$ cat src/design/dac_ctrl_pkg.sv
// constants for the parallel dac control register logic
package dac_ctrl_pkg;
	localparam int          DATA_W        = 10;
	localparam int          MAIN_W        = 10;
	localparam int          SUB_W         = 8;
	localparam int          CHANNELS      = 8;
	localparam int          ADDR_W        = 3;
	// global control fields (bit positions of the written word)
	localparam int          GC_FORMAT     = 7;
	localparam int          GC_CODING     = 6;
	localparam int          GC_PWRDN_N    = 5;
	localparam int          GC_STANDBY    = 4;
	localparam int          GC_CLEAR      = 3;
	// per channel control fields
	localparam int          CC_BIAS_MSB   = 9;
	localparam int          CC_BIAS_LSB   = 8;
	localparam int          CC_MAIN_SUB   = 7;
	localparam int          CC_STANDBY_N  = 4;
	localparam int          CC_CLEAR      = 3;
	// byte mode hardware control lines
	localparam int          BYTE_HALF     = 1;
	localparam int          BYTE_TARGET   = 0;
	// reset values
	localparam logic        RST_PWRDN_N   = 1'h1;
	localparam logic        RST_STANDBY   = 1'h1;
	localparam logic        RST_FORMAT    = 1'h0;
	localparam logic        RST_CODING    = 1'h1;
	localparam logic        RST_CH_CHANNEL_STANDBY_N_N = 1'h1;
	localparam logic        RST_CH_CLEAR  = 1'h1;
	localparam logic [1:0]  RST_BIAS      = 2'h0;
	// clear levels
	localparam logic [9:0]  MAIN_MID      = 10'h000;
	localparam logic [9:0]  MAIN_BOTTOM   = 10'h000;
	localparam logic [9:0]  MAIN_BOT_2C   = 10'h200;
	localparam logic [7:0]  SUB_MID_2C    = 8'h00;
	localparam logic [7:0]  SUB_MID_OB    = 8'h80;
endpackage

$ cat src/design/dac_ctrl.sv
// parallel host port control and data registers of a multichannel dac
`timescale 1ns/100ps
`default_nettype none
module dac_ctrl
	import dac_ctrl_pkg::*;
#(
	parameter int NUM_CH = CHANNELS
) (
	// clock and reset
	input  wire logic                     clock,
	input  wire logic                     srst,
	// host port, same clock domain
	input  wire logic                     chip_select_n,
	input  wire logic                     write_n,
	input  wire logic                     mode,
	input  wire logic [ADDR_W-1:0]        channel_addr,
	input  wire logic [DATA_W-1:0]        data_in,
	input  wire logic                     output_load_strobe_n,
	// external clear pin, asynchronous
	input  wire logic                     hw_clear_n,
	// global state to the analog side
	output logic                          power_down_n,
	output logic                          global_standby,
	output logic                          coding_select,
	output logic                          byte_mode,
	// per channel state to the analog side
	output logic [NUM_CH-1:0]             channel_standby_n,
	output logic [NUM_CH-1:0][1:0]        bias_source,
	output logic [NUM_CH-1:0][MAIN_W-1:0] main_code,
	output logic [NUM_CH-1:0][SUB_W-1:0]  sub_code
);
	if (NUM_CH < 1 || NUM_CH > (1 << ADDR_W)) begin : bad_channel_count
		$error("channel count does not fit the address");
	end

	typedef struct packed {
		logic [1:0]                 clr_sync;
		logic                       wr_prev;
		logic                       pwrdn_n;
		logic                       standby;
		logic                       coding;
		logic                       format;
		logic [NUM_CH-1:0]          ch_channel_standby_n_n;
		logic [NUM_CH-1:0]          ch_clear;
		logic [NUM_CH-1:0]          ch_sub_sel;
		logic [NUM_CH-1:0][1:0]     ch_bias;
		logic [NUM_CH-1:0][MAIN_W-1:0] main_in;
		logic [NUM_CH-1:0][SUB_W-1:0]  sub_in;
		logic [NUM_CH-1:0][MAIN_W-1:0] main_out;
		logic [NUM_CH-1:0][SUB_W-1:0]  sub_out;
	} state_t;

	state_t st;
	state_t next_st;

	logic                 write_edge;
	logic                 hw_clear;
	logic [ADDR_W-1:0]    ch;
	logic                 to_channel;
	logic                 to_sub;

	// main dac clear level tracks the coding currently chosen
	function automatic logic [MAIN_W-1:0] main_clear_level(input logic offset_binary);
		return offset_binary ? MAIN_BOTTOM : MAIN_MID;
	endfunction

	// sub dac midscale in the chosen coding, always zero contribution
	function automatic logic [SUB_W-1:0] sub_mid_level(input logic offset_binary);
		return offset_binary ? SUB_MID_OB : SUB_MID_2C;
	endfunction

	// addresses past the last channel are ignored rather than wrapped
	function automatic logic valid_ch(input logic [ADDR_W-1:0] a);
		return 32'(a) < NUM_CH;
	endfunction

	// strobe edge: the word is taken as write goes high with chip select low
	assign write_edge = write_n && !st.wr_prev && !chip_select_n;
	assign hw_clear   = !st.clr_sync[1];
	assign ch         = channel_addr;
	// line zero picks the control target in both formats, and main or sub in byte mode
	assign to_channel = data_in[BYTE_TARGET];
	assign to_sub     = st.format ? data_in[BYTE_TARGET] : st.ch_sub_sel[ch];

	always_comb begin
		next_st = st;
		// two flops on the pin; only the second is read
		next_st.clr_sync = {st.clr_sync[0], hw_clear_n};
		next_st.wr_prev  = write_n;
		if (write_edge && !mode) begin
			if (!to_channel) begin
				next_st.format  = data_in[GC_FORMAT];
				next_st.coding  = data_in[GC_CODING];
				next_st.pwrdn_n = data_in[GC_PWRDN_N];
				next_st.standby = data_in[GC_STANDBY];
				if (data_in[GC_CLEAR]) begin
					for (int i = 0; i < NUM_CH; i++) begin
						// coding level comes from the word being written
						next_st.main_in[i]  = main_clear_level(data_in[GC_CODING]);
						next_st.main_out[i] = main_clear_level(data_in[GC_CODING]);
					end
				end
			end else if (valid_ch(ch)) begin
				next_st.ch_bias[ch]    = data_in[CC_BIAS_MSB:CC_BIAS_LSB];
				next_st.ch_sub_sel[ch] = data_in[CC_MAIN_SUB];
				next_st.ch_channel_standby_n_n[ch]  = data_in[CC_STANDBY_N];
				next_st.ch_clear[ch]   = data_in[CC_CLEAR];
			end
		end else if (write_edge && mode && valid_ch(ch)) begin
			if (!st.format) begin
				if (to_sub)
					next_st.sub_in[ch] = data_in[DATA_W-1:DATA_W-SUB_W];
				else
					next_st.main_in[ch] = data_in;
			end else if (!data_in[BYTE_HALF]) begin
				if (to_sub)
					next_st.sub_in[ch] = data_in[DATA_W-1:DATA_W-SUB_W];
				else
					next_st.main_in[ch][MAIN_W-1:2] = data_in[DATA_W-1:2];
			end else if (!to_sub) begin
				next_st.main_in[ch][1:0] = data_in[3:2];
			end
		end
		// load strobe moves data into output registers, applying channel clears
		if (!output_load_strobe_n) begin
			for (int i = 0; i < NUM_CH; i++) begin
				next_st.sub_out[i] = next_st.sub_in[i];
				if (st.ch_clear[i])
					next_st.main_out[i] = main_clear_level(st.coding);
				else
					next_st.main_out[i] = next_st.main_in[i];
			end
		end
		// hardware clear wins over every data write, soft clear and load, loses only to srst, and is the only sub dac clear
		if (hw_clear) begin
			for (int i = 0; i < NUM_CH; i++) begin
				next_st.main_in[i]  = main_clear_level(st.coding);
				next_st.main_out[i] = main_clear_level(st.coding);
				next_st.sub_in[i]   = sub_mid_level(st.coding);
				next_st.sub_out[i]  = sub_mid_level(st.coding);
			end
		end
		if (srst) begin
			next_st            = '0;
			next_st.clr_sync   = 2'h3;
			next_st.wr_prev    = 1'h1;
			next_st.pwrdn_n    = RST_PWRDN_N;
			next_st.standby    = RST_STANDBY;
			next_st.format     = RST_FORMAT;
			next_st.coding     = RST_CODING;
			next_st.ch_channel_standby_n_n  = {NUM_CH{RST_CH_CHANNEL_STANDBY_N_N}};
			next_st.ch_clear   = {NUM_CH{RST_CH_CLEAR}};
			for (int i = 0; i < NUM_CH; i++) begin
				next_st.ch_bias[i]  = RST_BIAS;
				next_st.main_in[i]  = main_clear_level(RST_CODING);
				next_st.main_out[i] = main_clear_level(RST_CODING);
				next_st.sub_in[i]   = sub_mid_level(RST_CODING);
				next_st.sub_out[i]  = sub_mid_level(RST_CODING);
			end
		end
	end

	always_ff @(posedge clock) begin
		st <= next_st;
	end

	assign power_down_n      = st.pwrdn_n;
	assign global_standby    = st.standby;
	assign coding_select     = st.coding;
	assign byte_mode         = st.format;
	assign channel_standby_n = st.ch_channel_standby_n_n;
	assign bias_source       = st.ch_bias;
	assign main_code         = st.main_out;
	assign sub_code          = st.sub_out;
endmodule
`default_nettype wire

$ cat config.mk
export PLATFORM = sky130hd
export DESIGN_NAME = dac_ctrl
export DESIGN_NICKNAME = d
export VERILOG_FILES = /design/src/design/dac_ctrl_pkg.sv /design/src/design/dac_ctrl.sv
export SDC_FILE = /design/constraint.sdc
export NUM_CORES = 1
export LEC_CHECK = 0
export ABC_AREA = 1
export BUFFER_PORTS_ARGS = -buffer_cell sky130_fd_sc_hd__clkbuf_2
export CORE_AREA = 2 2 197 199
export CTS_CLUSTER_DIAMETER = 150
export DETAILED_ROUTE_END_ITERATION = 16
export DIE_AREA = 0 0 199 201
export PLACE_DENSITY = 0.57
export SLEW_MARGIN = 10
export SYNTH_ARGS = -nofsm -noshare
export SYNTH_HDL_FRONTEND = slang
export SYNTH_SLANG_ARGS = --single-unit
$ cat constraint.sdc
create_clock -name clock -period 2.6 [get_ports clock]
set_clock_uncertainty 0.2 [all_clocks]
set_input_delay 0.52 -clock clock [delete_from_list [all_inputs] [get_ports clock]]
set_output_delay 0.52 -clock clock [all_outputs]
set_load 0.01 [all_outputs]
==> results.env <==
NFILLCELLS=3933
WORST_PATH_DOMINANT_CELL_FAMILY='buffers and inverters'
SYNTH_TOP_FLOP_CELL='dfxtp_1'
WHS_NS=0.131
INITIAL_UTILIZATION_PCT=38.3
CRITICAL_PATH_CELL_BY_CELL='dlygate4sd3_1, clkbuf_2, inv_1, nor3_4, nand2_1, inv_2, nand2_2, inv_2, buf_12, nand2_2, a22oi_1, nand2_1, a21oi_1'
PLACEABLECOREAREA_MM2=0.0381
CRITPATHSLOWESTCELL='dlygate4sd3_1'
WORST-ENDPOINT-ARRIVAL_NS=2.77
TIMING_HOLD_VIOLATIONS_FINAL=0
YOSYSSEQAREASHARE_PCT=46.0
SYNTH_TOP_CELL_AREA_SHARE_PCT=46.0
MAX_CAP_VIOLATIONS=0
CP_MAX_FO=16
TIME_THE_WORST_PATH_NEEDS_WITH_I_O_DELAYS_AND_SETUP_NS=2.51
HOLD_CRIT_PATH_TYPE='input pin to flip-flop'
LAYOUT_CELL_SHARE_WITH_DRIVE_STRENGTH_BEYOND_1_PCT=20.9
WORST_IR_DROP_VDD_mV=0.440
GRT_SETUP_UNREPAIRED='yes'
WORST_R2R_PATH_DEPTH=10
FINALWIRELENGTH_UM=42100
NETS=1995
FINAL_MIN_PERIOD_OVER_CLOCK_PERIOD_PCT=96.7
ANTENNA_VIOLATIONS_BEFORE_REPAIR=0
SYNTH-EDFF-COUNT=0
GRT_PASS1_WL_UM=65200
YS_TOP_CELLS_BY_AREA='dfxtp_1 46%, nand2_1 13%, buf_4 8.8%'
REPORT.POWER.TOTAL_uW=10900
SYNTH_SIMPLE_GATE_AREA_SHARE_PCT=23.4
TOTALNEGATIVESETUPSLACK_NS=0
GP_CONGESTION=0.859
MOST_COMMON_CELL_IN_THE_SYNTHESIZED_NETLIST='nand2_1'
CTS.SINK_COUNT=335
DETAIL_ROUTE.FIRST_PASS.ITERATIONS=5
MULTI_INPUT_COMB_AREA_MM2=0.00554
DRT_FIRST_ITER_VIOLATIONS=668
FP.DIEAREA_MM2=0.0400
WORST-SLEW-PIN-TRANSITION_NS=0.639
YOSYS-TOP-CELLS-COUNT='494 x nand2_1, 335 x dfxtp_1, 171 x buf_4'
GLOBALROUTE.TOTALOVERFLOW=0
DETAIL-ROUTE-ANTENNA-NETS=0
SYNTH.AREA.MUX_SHARE_PCT=0
POWER_PER_CELL_AREA_mW_PER_MM2=657
DIODES=0
FINAL_CRITICAL_PATH_SETUP_SLACK_NS=0.0855
CRITPATHKIND='input pin to flip-flop'
PLACEMENT.IO_BUFFERS=191
CRIT_REQUIRED_NS=2.86
POST_SYNTH_NUM_CELL_TYPES=39
SYNTH.YOSYS.WARNINGS=0
TRITONCTS='built'
WORSTSETUPENDPOINTTYPE='flip-flop'
SYNTH.FF_LATCH_COUNT=335
CLOCKROOTBUFFER='clkbuf_16'
POSTCTSSETUPREPAIRBUFS=0
STDCELL_AREA_MM2=0.0166
WP_DEPTH=13
SLOWEST_DELAY_NS=0.52
SYNTH_CELLS=1900
LARGEST_NET_DEGREE_AT_THE_START_OF_GLOBAL_ROUTING=65
CLOCKBUFFERDEPTH=3
MAXSLEWVIOLCOUNT=0
P_LEAK_uW=0.00769
LARGEST_FAMILY_OF_LOGIC_CELLS_BY_SYNTHESIZED_AREA='simple AND/OR/NAND/NOR gates'
PLACED_AREA_MM2=0.0154
SHARE_OF_SYNTHESIZED_REGISTERS_CARRYING_AN_ASYNC_SET_OR_RESET_PCT=0
SYN-CELL-AREA_MM2=0.0146
DIE_Y_UM=201
DRCVIOLATIONCOUNT=0
TIMING.SLEW.HEADROOM_PCT=57.4
VIA_COUNT_OF_THE_FIRST_GLOBAL_ROUTING_PASS=11446
SYNTH.AVG_CELL_AREA_UM2=7.67
DPL_WIRE_LENGTH_UM=29800
ROW_COUNT=72
SYNTH-XOR-AREA-SHARE_PCT=0
CLK_LATENCY_NS=0.55
SYN_NETS=1920
WIRE_PER_INST_UM=16.7
SYNTHADDERAREAFRAC_PCT=0
YOSYS.AREA.TOP_TYPE='dfxtp_1'
DIE_WIDTH_UM=199
TIMING.FMAX_MHz=398
REGISTER_AREA_MM2=0.00671
CLK_TRANSITION_REPORTED_PATHS_NS=0.06
VIAS_PER_CELL=4.75
SETUP-VIOLATIONS-FINAL=0
OUTCOME='complete, no violations'
ROUTE.VIAS.TOTAL=11966
TIMING.CRITICAL_PATH.FROM_TYPE='input pin'
NUM_IO_PINS=192
PRECTSSETUPSLACK_NS=-0.0363
NUMBER_OF_CLOCK_BUFFERS_INSERTED_BY_TRITONCTS=38
HOLD-PATH-CELL-COUNT=2
AREA_GROWTH_PCT=13.9
SYNTH_COMPOUND_AREA_SHARE_PCT=14.4
WORST-PATH-BUF-INV=6
TRACK_USAGE_PCT=21.2
NUMBER_OF_H_TREE_BRANCHING_LEVELS=2
-- logic make-up after synthesis --
group,Yosys count
AND/OR/NAND/NOR,781
buffers and inverters,433
AO/OA/AOI/OAI,351
flip-flops,335
-- final timing paths --
kind | from | slack [ns] | end
min | output_load_strobe_n | 0.13 | sub_code[47]
max | write_n | 0.09 | sub_code[4]
max reg2reg | st[332] | 0.36 | sub_code[4]
min reg2reg | st[333] | 0.21 | st[334]
-- flip-flops by register name, summed over array words and instances (netlist names) --
signal,flops
sub_code,64
main_code,80
byte_mode,1
st,163
bias_source,16
coding_select,1
power_down_n,1
global_standby,1
channel_standby_n,8
-- per-layer routing --
| metal | GRT usage (%) | wire, um | vias up |
|---|---|---|---|
| li1 | - | - | 6080 |
| met1 | 27.8 | 19100 | 5526 |
| met2 | 34.8 | 19600 | 289 |
| met3 | 3.91 | 2160 | 71 |
| met4 | 7.12 | 1220 | 0 |
| met5 | 0 | 0 | - |
-- layout make-up --
class	instances	share of cell area, %
clock buffers	53	6.25
clock inverters	13	0.829
inverters	176	4.02
multi-input cells	1132	33.4
flip-flops and latches	335	40.4
well taps	518	3.90
repair buffers	292	11.3
-- power by group --
| group | internal (uW) | switching [uW] | total [uW] |
|---|---|---|---|
| Combinational | 162 | 422 | 584 |
| Sequential | 5160 | 12.6 | 5170 |
| Clock | 3000 | 2150 | 5150 |
| Total | 8320 | 2590 | 10900 |
-- layout by cell type (no fill, tap or decap), types with 3 or more instances in the layout --
cell type / Yosys / final
nand3_1: 70 / 70
and3_1: 9 / 9
clkbuf_2: 0 / 191
o211ai_1: 76 / 76
nor2_1: 121 / 119
clkbuf_16: 0 / 38
nor2_2: 5 / 4
clkbuf_8: 0 / 3
nand2_4: 5 / 5
clkbuf_1: 59 / 12
nor2_8: 5 / 5
inv_2: 6 / 7
a22oi_1: 7 / 7
nand2_2: 14 / 15
o22ai_1: 6 / 6
a22oi_2: 3 / 3
dfxtp_1: 335 / 335
nand4_1: 17 / 17
clkinv_2: 0 / 7
nand2_1: 494 / 493
o21ai_1: 9 / 9
or2_2: 19 / 19
a21oi_1: 111 / 111
o211a_1: 18 / 18
buf_4: 171 / 87
buf_12: 1 / 12
and2_1: 9 / 9
inv_1: 166 / 164
o21ai_0: 117 / 117
nor2_4: 7 / 10
clkinv_1: 3 / 3
-- through the flow --
stage               util [%]  cells
global route            43.6   2519
floorplan                  -   1900
finish                  43.6   2519
CTS                     43.5   2519
global placement        40.4   2451
detailed placement      40.4   2451
-- worst register-to-register path, cell delays in order (launching register included) --
cell     delay (ns)
dfxtp_1        0.32
nor3_4         0.21
nand2_1        0.12
inv_2          0.08
nand2_2        0.10
inv_2          0.25
buf_12         0.19
nand2_2        0.20
a22oi_1        0.24
nand2_1        0.11
a21oi_1        0.14
-- what timing repair did --
item	4_1_cts	5_1_grt
hold buffers	2	0
endpoints found under the setup margin	0	88
gates resized for setup	0	5
hold endpoints to repair	2	0
No activity file was read; power rests on OpenSTA's default activity.
